[src/codec_ctrl_defs.vh]
// constants for the codec control register bank
`ifndef CODEC_CTRL_DEFS_VH
`define CODEC_CTRL_DEFS_VH
// ==========================================
// control word fields
`define CW_DEV_HI 15
`define CW_DEV_LO 13
`define CW_RW_BIT 12
`define CW_REG_HI 11
`define CW_REG_LO 9
`define CW_DATA_HI 7
// ==========================================
// register addresses
`define REG_NOP 3'h0
`define REG_CTRL_ONE 3'h1
`define REG_CTRL_TWO 3'h2
`define REG_CTRL_THREE 3'h3
`define REG_GAIN 3'h4
// ==========================================
// reset values
`define CTRL_ONE_RST 8'h00
`define CTRL_TWO_RST 8'h00
`define CTRL_THREE_RST 8'h00
`define GAIN_RST 8'h00
`define STANDALONE_ADDR 3'h0
// ==========================================
// field positions
`define C1_OVF 7
`define C1_RX_AMP 6
`define C1_AAF_BYP 5
`define C1_AUX_SEL 4
`define C1_SW_RST 3
`define C1_FIR_BYP 2
`define C1_TX_AMP 1
`define C1_PLAY16 0
`define C2_LOW_PWR 7
`define C2_MOD_STOP 6
`define C2_RSVD 5
`define C3_FLAG_SRC 4
`define C3_FLAG_VAL 3
`define C3_CONT 5
`define C3_CAP16 0
// ==========================================
// test modes and power codes
`define TM_NORMAL 2'h0
`define TM_ALOOP 2'h1
`define TM_DLOOP 2'h2
`define TM_EVENT 2'h3
`define PD_NONE 2'h0
`define PD_CAP 2'h1
`define PD_PLAY 2'h2
`define PD_ALL 2'h3
`define DIV_ZERO_CODE 6'h20
`endif

[src/sclk_divider.v]
// shift-clock divider driven by the divide field
`timescale 1ns/1ps
module sclk_divider (
  input wire clk_i,
  input wire reset_n_i,
  input wire [5:0] divide_i,
  output reg tick_o,
  output reg half_o
);
  reg [5:0] cnt_reg;
  // ==========================================
  // counter: tick every divide_i cycles, half marks duty point
  // odd divisors give a low phase one cycle longer, so no 50% duty
  always @(posedge clk_i) begin
    if (!reset_n_i) begin
      cnt_reg <= 6'h00;
      tick_o <= 1'b0;
      half_o <= 1'b0;
    end else begin
      if (cnt_reg >= divide_i - 6'h01) begin
        cnt_reg <= 6'h00;
        tick_o <= 1'b1;
      end else begin
        cnt_reg <= cnt_reg + 6'h01;
        tick_o <= 1'b0;
      end
      half_o <= (cnt_reg < {1'b0, divide_i[5:1]});
    end
  end
endmodule

[src/codec_control_register_bank.v]
// control register bank of a voice-band codec, fed by serial control words
// Operation
// cascade master address equals device count minus one
// act only when word device address matches
// standalone device answers device address zero
// bit twelve low writes, high reads
// low byte stored into addressed register
// bits eleven to nine select register
// control one bit seven reports overflow
// control one bit six enables receive amp
// aux input select and antialias bypass
// software reset bit is one-shot, self-clearing
// bit two bypasses decimation and interpolation
// bit one enables transmit amplifiers
// bit zero selects playback word format
// divider field, zero means thirty-two
// shift clock duty may be uneven
// control three test mode select
// continuous transfer only for cascade master; a standalone device also honours it
// flag pin source select
// capture sixteen-bit format select
// channel disable and software power-down codes
// modulator stop bit, bit five reads zero
// control two bit seven low power
// gain register holds two four-bit codes
`timescale 1ns/1ps
`include "codec_ctrl_defs.vh"
module codec_control_register_bank (
  input wire CLK_I,
  input wire RESET_N_I,
  input wire WORD_VALID_I,
  input wire [15:0] WORD_I,
  input wire [2:0] CASCADE_COUNT_I,
  input wire CASCADE_VALID_I,
  input wire OVERFLOW_I,
  input wire SEC_COMM_FLAG_I,
  output reg READ_VALID_O,
  output reg [15:0] READ_WORD_O,
  output reg SOFT_RESET_O,
  output reg RECEIVE_AMP_EN_O,
  output reg AAF_BYPASS_O,
  output reg AUX_INPUT_SEL_O,
  output reg FIR_BYPASS_O,
  output reg TRANSMIT_AMP_EN_O,
  output reg PLAY_16BIT_O,
  output reg LOW_POWER_O,
  output reg MOD_STOP_O,
  output reg [5:0] SCLK_DIVIDE_O,
  output reg SCLK_TICK_O,
  output reg SCLK_LEVEL_O,
  output reg [1:0] TEST_MODE_O,
  output reg EVENT_MONITOR_O,
  output reg CONTINUOUS_O,
  output reg FLAG_O,
  output reg CAPTURE_OFF_O,
  output reg PLAYBACK_OFF_O,
  output reg POWER_DOWN_O,
  output reg CAPTURE_16BIT_O,
  output reg [3:0] CAPTURE_GAIN_O,
  output reg [3:0] PLAY_GAIN_O,
  output reg CAPTURE_MUTE_O,
  output reg PLAY_MUTE_O
);
  // ==========================================
  // registers and pin synchronisers
  reg [7:0] ctrl_one_reg;
  reg [7:0] ctrl_two_reg;
  reg [7:0] ctrl_three_reg;
  reg [7:0] gain_reg;
  reg ovf_reg;
  reg [2:0] dev_addr_reg;
  reg [1:0] ovf_sync_reg;
  reg [1:0] flag_sync_reg;
  reg [1:0] casc_v_sync_reg;
  reg [2:0] casc_c_meta_reg;
  reg [2:0] casc_c_sync_reg;
  wire [2:0] word_dev;
  wire word_read;
  wire [2:0] word_reg;
  wire [7:0] word_data;
  wire hit;
  wire wr;
  wire rd;
  reg [7:0] rd_data;
  wire [5:0] div_eff;
  wire is_master;
  wire div_tick;
  wire div_half;

  assign word_dev = WORD_I[`CW_DEV_HI:`CW_DEV_LO];
  assign word_read = WORD_I[`CW_RW_BIT];
  assign word_reg = WORD_I[`CW_REG_HI:`CW_REG_LO];
  assign word_data = WORD_I[`CW_DATA_HI:0];
  // ==========================================
  // address match gates every access
  assign hit = WORD_VALID_I && (word_dev == dev_addr_reg);
  assign wr = hit && !word_read;
  assign rd = hit && word_read;

  // ==========================================
  // two-stage sync of the level pins from outside the clock domain
  always @(posedge CLK_I) begin
    if (!RESET_N_I) begin
      ovf_sync_reg <= 2'h0;
      flag_sync_reg <= 2'h0;
      casc_v_sync_reg <= 2'h0;
      casc_c_meta_reg <= 3'h0;
      casc_c_sync_reg <= 3'h0;
    end else begin
      ovf_sync_reg <= {ovf_sync_reg[0], OVERFLOW_I};
      flag_sync_reg <= {flag_sync_reg[0], SEC_COMM_FLAG_I};
      casc_v_sync_reg <= {casc_v_sync_reg[0], CASCADE_VALID_I};
      casc_c_meta_reg <= CASCADE_COUNT_I;
      casc_c_sync_reg <= casc_c_meta_reg;
    end
  end

  // ==========================================
  // device address from cascade detection
  // count input is the number of devices minus one at this position
  always @(posedge CLK_I) begin
    if (!RESET_N_I) begin
      dev_addr_reg <= `STANDALONE_ADDR;
    end else if (casc_v_sync_reg[1]) begin
      dev_addr_reg <= casc_c_sync_reg;
    end else begin
      dev_addr_reg <= `STANDALONE_ADDR;
    end
  end
  // master is any cascaded device whose address is not zero
  assign is_master = casc_v_sync_reg[1] && (dev_addr_reg != 3'h0);

  // ==========================================
  // register writes; reset bit self-clears the cycle after the write
  always @(posedge CLK_I) begin
    if (!RESET_N_I) begin
      ctrl_one_reg <= `CTRL_ONE_RST;
      ctrl_two_reg <= `CTRL_TWO_RST;
      ctrl_three_reg <= `CTRL_THREE_RST;
      gain_reg <= `GAIN_RST;
    end else begin
      ctrl_one_reg[`C1_SW_RST] <= 1'b0;
      if (wr) begin
        case (word_reg)
          `REG_CTRL_ONE: begin
            ctrl_one_reg <= word_data;
          end
          `REG_CTRL_TWO: begin
            ctrl_two_reg <= word_data;
          end
          `REG_CTRL_THREE: begin
            ctrl_three_reg <= word_data;
          end
          `REG_GAIN: begin
            gain_reg <= word_data;
          end
          default: begin
            ctrl_two_reg <= ctrl_two_reg;
          end
        endcase
      end
    end
  end

  // ==========================================
  // sticky overflow flag; a new overflow wins over the read clear
  always @(posedge CLK_I) begin
    if (!RESET_N_I) begin
      ovf_reg <= 1'b0;
    end else if (ovf_sync_reg[1]) begin
      ovf_reg <= 1'b1;
    end else if (rd && word_reg == `REG_CTRL_ONE) begin
      ovf_reg <= 1'b0;
    end
  end

  // ==========================================
  // read data mux; status and reserved bits patched in
  always @* begin
    case (word_reg)
      `REG_CTRL_ONE: begin
        rd_data = {ovf_reg, ctrl_one_reg[6:4], 1'b0,
                   ctrl_one_reg[2:0]};
      end
      `REG_CTRL_TWO: begin
        rd_data = {ctrl_two_reg[7:6], 1'b0, ctrl_two_reg[4:0]};
      end
      `REG_CTRL_THREE: begin
        rd_data = ctrl_three_reg;
      end
      `REG_GAIN: begin
        rd_data = gain_reg;
      end
      default: begin
        rd_data = 8'h00;
      end
    endcase
  end

  // ==========================================
  // read answer echoes the upper byte of the request
  always @(posedge CLK_I) begin
    if (!RESET_N_I) begin
      READ_VALID_O <= 1'b0;
      READ_WORD_O <= 16'h0000;
    end else begin
      READ_VALID_O <= rd;
      if (rd) begin
        READ_WORD_O <= {WORD_I[15:8], rd_data};
      end
    end
  end

  // ==========================================
  // divider field, zero code divides by thirty-two
  assign div_eff = (ctrl_two_reg[4:0] == 5'h00) ? `DIV_ZERO_CODE :
                   {1'b0, ctrl_two_reg[4:0]};

  sclk_divider u_div (
    .clk_i(CLK_I),
    .reset_n_i(RESET_N_I),
    .divide_i(div_eff),
    .tick_o(div_tick),
    .half_o(div_half)
  );

  // ==========================================
  // decoded control outputs, all registered
  always @(posedge CLK_I) begin
    if (!RESET_N_I) begin
      SOFT_RESET_O <= 1'b0;
      RECEIVE_AMP_EN_O <= 1'b0;
      AAF_BYPASS_O <= 1'b0;
      AUX_INPUT_SEL_O <= 1'b0;
      FIR_BYPASS_O <= 1'b0;
      TRANSMIT_AMP_EN_O <= 1'b0;
      PLAY_16BIT_O <= 1'b0;
      LOW_POWER_O <= 1'b0;
      MOD_STOP_O <= 1'b0;
      SCLK_DIVIDE_O <= 6'h00;
      SCLK_TICK_O <= 1'b0;
      SCLK_LEVEL_O <= 1'b0;
      TEST_MODE_O <= `TM_NORMAL;
      EVENT_MONITOR_O <= 1'b0;
      CONTINUOUS_O <= 1'b0;
      FLAG_O <= 1'b0;
      CAPTURE_OFF_O <= 1'b0;
      PLAYBACK_OFF_O <= 1'b0;
      POWER_DOWN_O <= 1'b0;
      CAPTURE_16BIT_O <= 1'b0;
      CAPTURE_GAIN_O <= 4'h0;
      PLAY_GAIN_O <= 4'h0;
      CAPTURE_MUTE_O <= 1'b0;
      PLAY_MUTE_O <= 1'b0;
    end else begin
      SOFT_RESET_O <= ctrl_one_reg[`C1_SW_RST];
      RECEIVE_AMP_EN_O <= ctrl_one_reg[`C1_RX_AMP];
      AAF_BYPASS_O <= ctrl_one_reg[`C1_AAF_BYP];
      AUX_INPUT_SEL_O <= ctrl_one_reg[`C1_AUX_SEL];
      FIR_BYPASS_O <= ctrl_one_reg[`C1_FIR_BYP];
      TRANSMIT_AMP_EN_O <= ctrl_one_reg[`C1_TX_AMP];
      PLAY_16BIT_O <= ctrl_one_reg[`C1_PLAY16];
      LOW_POWER_O <= ctrl_two_reg[`C2_LOW_PWR];
      MOD_STOP_O <= ctrl_two_reg[`C2_MOD_STOP];
      SCLK_DIVIDE_O <= div_eff;
      SCLK_TICK_O <= div_tick;
      SCLK_LEVEL_O <= div_half;
      TEST_MODE_O <= ctrl_three_reg[7:6];
      // event monitor only watches write cycles
      EVENT_MONITOR_O <= (ctrl_three_reg[7:6] == `TM_EVENT) && wr;
      // ignored on slaves: only the master or a standalone device paces continuous frames
      CONTINUOUS_O <= ctrl_three_reg[`C3_CONT] &&
                      (is_master || !casc_v_sync_reg[1]);
      FLAG_O <= ctrl_three_reg[`C3_FLAG_SRC] ?
                ctrl_three_reg[`C3_FLAG_VAL] : flag_sync_reg[1];
      CAPTURE_OFF_O <= (ctrl_three_reg[2:1] == `PD_CAP);
      PLAYBACK_OFF_O <= (ctrl_three_reg[2:1] == `PD_PLAY);
      POWER_DOWN_O <= (ctrl_three_reg[2:1] == `PD_ALL);
      CAPTURE_16BIT_O <= ctrl_three_reg[`C3_CAP16];
      CAPTURE_GAIN_O <= gain_reg[7:4];
      PLAY_GAIN_O <= gain_reg[3:0];
      CAPTURE_MUTE_O <= (gain_reg[7:4] == 4'hF);
      PLAY_MUTE_O <= (gain_reg[3:0] == 4'hF);
    end
  end
endmodule

[config.mk]
export PLATFORM = sky130hd
export DESIGN_NAME = codec_control_register_bank
export DESIGN_NICKNAME = d
export VERILOG_FILES = /design/src/sclk_divider.v /design/src/codec_control_register_bank.v
export VERILOG_INCLUDE_DIRS = /design/src /design/src/src
export SDC_FILE = /design/constraint.sdc
export NUM_CORES = 1
export LEC_CHECK = 0
export BUFFER_PORTS_ARGS = -buffer_cell sky130_fd_sc_hd__buf_2
export CORE_MARGIN = 2
export CORE_UTILIZATION = 55
export CTS_CLUSTER_SIZE = 28
export DETAILED_ROUTE_END_ITERATION = 12
export GPL_TIMING_DRIVEN = 1
export PLACE_DENSITY = 0.79
export SYNTH_ARGS = -nofsm -noshare
export SYNTH_HDL_FRONTEND = slang
export SYNTH_HIERARCHICAL = 1
export SYNTH_SLANG_ARGS = --single-unit
[constraint.sdc]
create_clock -name CLK_I -period 6.8 [get_ports CLK_I]
set_clock_uncertainty 0.2 [all_clocks]
set_input_delay 0.34 -clock CLK_I [delete_from_list [all_inputs] [get_ports CLK_I]]
set_output_delay 0.34 -clock CLK_I [all_outputs]
set_load 0.01 [all_outputs]
==> load_flow_metrics.sql <==
INSERT INTO impl_metrics (metric_group, metric, value, unit) VALUES
('die', 'top_level_ports', '78', ''),
('worst_setup_path', 'timing.setup.critical_path_class', 'reg2reg', ''),
('pwr', 'worst_ir_drop_vdd', '0.000145', 'V'),
('worst_setup_path', 'setup.worst_path.start_class', 'flop', ''),
('pwr', 'cellLeakagePower', '2.43', 'nW'),
('routing', 'firstDrtPassIters', '4', ''),
('finish', 'finalCoreUtilization', '66.3', '%'),
('yosys', 'synth.most_common_cell', 'sky130_fd_sc_hd__dfxtp_1', ''),
('clocking', 'cts_htree_levels', '3', ''),
('clocking', 'cts.path.max_buffers', '2', ''),
('timing', 'setup_total_negative_slack', '0', 'ns'),
('yosys', 'postSynthCellCount', '386', ''),
('finish', 'syn_to_final_growth', '18.2', '%'),
('yosys', 'ys_seq_area_share', '53.5', '%'),
('worst_setup_path', 'cpPeakStageDelay', '0.51', 'ns'),
('clocking', 'post-cts-setup-buffer-count', '0', ''),
('worst_setup_path', 'cp_max_fo', '6', ''),
('timing', 'final_hold_viol_count', '0', ''),
('pwr', 'power_total', '0.00113', 'W'),
('finish', 'largest_reg_flops', '16', ''),
('routing', 'post_drt_via_cell_ratio', '5.11', ''),
('finish', 'instances_no_fill', '564', ''),
('die', 'core.rowCount', '31', ''),
('yosys', 'synth-edff-count', '0', ''),
('yosys', 'synth_cell_types', '43', ''),
('yosys', 'ys_seq_elements', '107', ''),
('grt', 'global_route_wire_length_before_repair', '13.2', 'mm'),
('hold_path', 'hp-class', 'in2reg', ''),
('yosys', 'asr_flop_ratio_synth', '0', '%'),
('finish', 'nNetsFinal', '497', ''),
('finish', 'layout.filler_cells', '616', ''),
('timing', 'unrepaired_setup_endpoints_after_global_routing', 'no', ''),
('yosys', 'synth_largest_type_area_fraction', '53.5', '%'),
('placement', 'routabilityCongestion', '0.818', ''),
('routing', 'initialDrtViolationCount', '109', ''),
('worst_setup_path', 'cp_slowest_cell', 'sky130_fd_sc_hd__or4_1', ''),
('yosys', 'post_synth_instance_area', '4010', 'um2'),
('worst_setup_path', 'cp_data_arrival_time', '2.56', 'ns'),
('clocking', 'cts-root-buf', 'sky130_fd_sc_hd__clkbuf_8', ''),
('timing', 'tightest_slew', '0.762', 'ns'),
('clocking', 'tritoncts', 'done', ''),
('die', 'overall_die_area', '7980', 'um2'),
('yosys', 'ys_dominant_reg_cell', 'sky130_fd_sc_hd__dfxtp_1', ''),
('die', 'floorplan.initialDensity', '56.1', '%'),
('grt', 'globalRouteTotalUtil', '22.0', '%'),
('finish', 'final_layout_size_suffix_gt1_share', '24.1', '%'),
('routing', 'wl_per_cell', '14.9', 'um'),
('die', 'floorplan.core_area', '7140', 'um2'),
('worst_setup_path', 'timing.critical_path.cells', 'or4_1 -> nor2_1 -> xnor2_1 -> ha_1 -> a21oi_1 -> o21a_2 -> o21ai_0 -> and2_1', ''),
('die', 'die-height', '89.3', 'um'),
('clocking', 'insertion_delay', '0.38', 'ns'),
('clocking', 'clock-sinks', '107', ''),
('routing', 'drcViolationCount', '0', ''),
('timing', 'final_max_slew_viol_count', '0', ''),
('routing', 'ant_nets', '0', ''),
('run', 'max-cap-violations', '0', ''),
('status', 'status', 'complete, no violations', ''),
('grt', 'grt_pass1_vias', '2803', ''),
('clocking', 'tritoncts.num_buffers', '9', ''),
('yosys', 'synthTopCellsByArea', 'sky130_fd_sc_hd__dfxtp_1, sky130_fd_sc_hd__mux2i_1, sky130_fd_sc_hd__nand2_1', ''),
('timing', 'post-route-period-util', '36.5', '%'),
('timing', 'setup_viol', '0', ''),
('grt', 'antenna_found_initial', '0', ''),
('pwr', 'power-per-cell-area', '238', 'nW/um2'),
('yosys', 'synth_common_cells', 'sky130_fd_sc_hd__dfxtp_1, sky130_fd_sc_hd__mux2i_1, sky130_fd_sc_hd__nand2_1, sky130_fd_sc_hd__inv_1', ''),
('worst_setup_path', 'setup.worst_path.end_class', 'flop', ''),
('grt', 'grt_overflow_total', '0', ''),
('finish', 'diodes', '0', ''),
('placement', 'buffer_ports.inserted', '77', ''),
('yosys', 'yosysWarningCount', '6', ''),
('yosys', 'area_leader_netlist', 'sky130_fd_sc_hd__dfxtp_1', '');
-- critical path: cells and delay by family, from the launching register on --
kind	cells	cell delay (ns)
fa+ha+maj	1	0.29
flops	1	0.39
xor+xnor	1	0.16
compound gates	3	0.46
simple gates	3	0.88
-- layout by cell type, fill, tap and decap left out, types with 9 or more instances in the layout --
cell type,n
sky130_fd_sc_hd__nand2_1,42
sky130_fd_sc_hd__clkbuf_8,9
sky130_fd_sc_hd__ha_1,12
sky130_fd_sc_hd__inv_1,31
sky130_fd_sc_hd__buf_2,77
sky130_fd_sc_hd__nor2b_1,13
sky130_fd_sc_hd__nor2_1,16
sky130_fd_sc_hd__and2_1,18
sky130_fd_sc_hd__dfxtp_1,107
sky130_fd_sc_hd__mux2i_1,44
-- what timing repair did --
item,in CTS,in global routing
hold buffers,6,0
endpoints found under the hold margin,6,0
gates resized for setup,0,0
-- final timing paths --
path	start	endpoint	slack [ns]	cells after the start
worst max-delay path	ctrl_two_reg[2]	u_div/tick_o	4.32	8
worst min-delay path	WORD_I[8]	READ_WORD_O[8]	0.02	3
worst max register to register	ctrl_two_reg[2]	u_div/tick_o	4.32	8
worst min register to register	casc_v_sync_reg[0]	casc_v_sync_reg[1]	0.24	1
-- area by class of cell --
cell class                 count  area [um2]  share of cell area, %
multi-input combinational    225        1660                   35.1
clock inverter                 7        98.8                   2.09
inverter                      32         120                   2.54
sequential                   107        2140                   45.3
tap                           99         124                   2.62
clock buffer                   9         124                   2.62
timing repair buffer          85         460                   9.73
-- kinds of logic (layout without fill, tap and decap cells) --
| kind of cell | after synthesis | count (layout) | share of synthesized area [%] |
|---|---|---|---|
| simple gates | 122 | 122 | 17.0 |
| xor+xnor | 12 | 12 | 2.62 |
| compound gates | 35 | 35 | 7.00 |
| fa+ha+maj | 12 | 12 | 3.75 |
| buf+inv | 54 | 133 | 5.15 |
| mux | 44 | 44 | 11.0 |
| flops | 107 | 107 | 53.5 |
-- metrics by stage --
| stage | setup WS [ns] | hold slack (ns) | cell area (um2) |
|---|---|---|---|
| after floorplan | 4.60 | 0.212 | 4010 |
| after global placement | 4.47 | 0.216 | 4450 |
| after detailed placement | 4.38 | 0.221 | 4450 |
| after CTS | 4.33 | 0.0177 | 4730 |
| after global routing | 4.19 | 0.0490 | 4730 |
| final | 4.32 | 0.0230 | 4730 |
-- metal layers --
layer	track usage, %	share of wire, %
met5	0	0
met4	6.92	1.2
met3	5.82	5.3
met2	38.9	50
met1	26.1	43
-- where the power goes --
part,internal [W],switching [W]
Combinational,0.0000243,0.0000337
Clock,0.000210,0.000220
Sequential,0.000634,0.00000448
Total,0.000868,0.000258
Note: power is estimated with default switching activity, not from simulation.
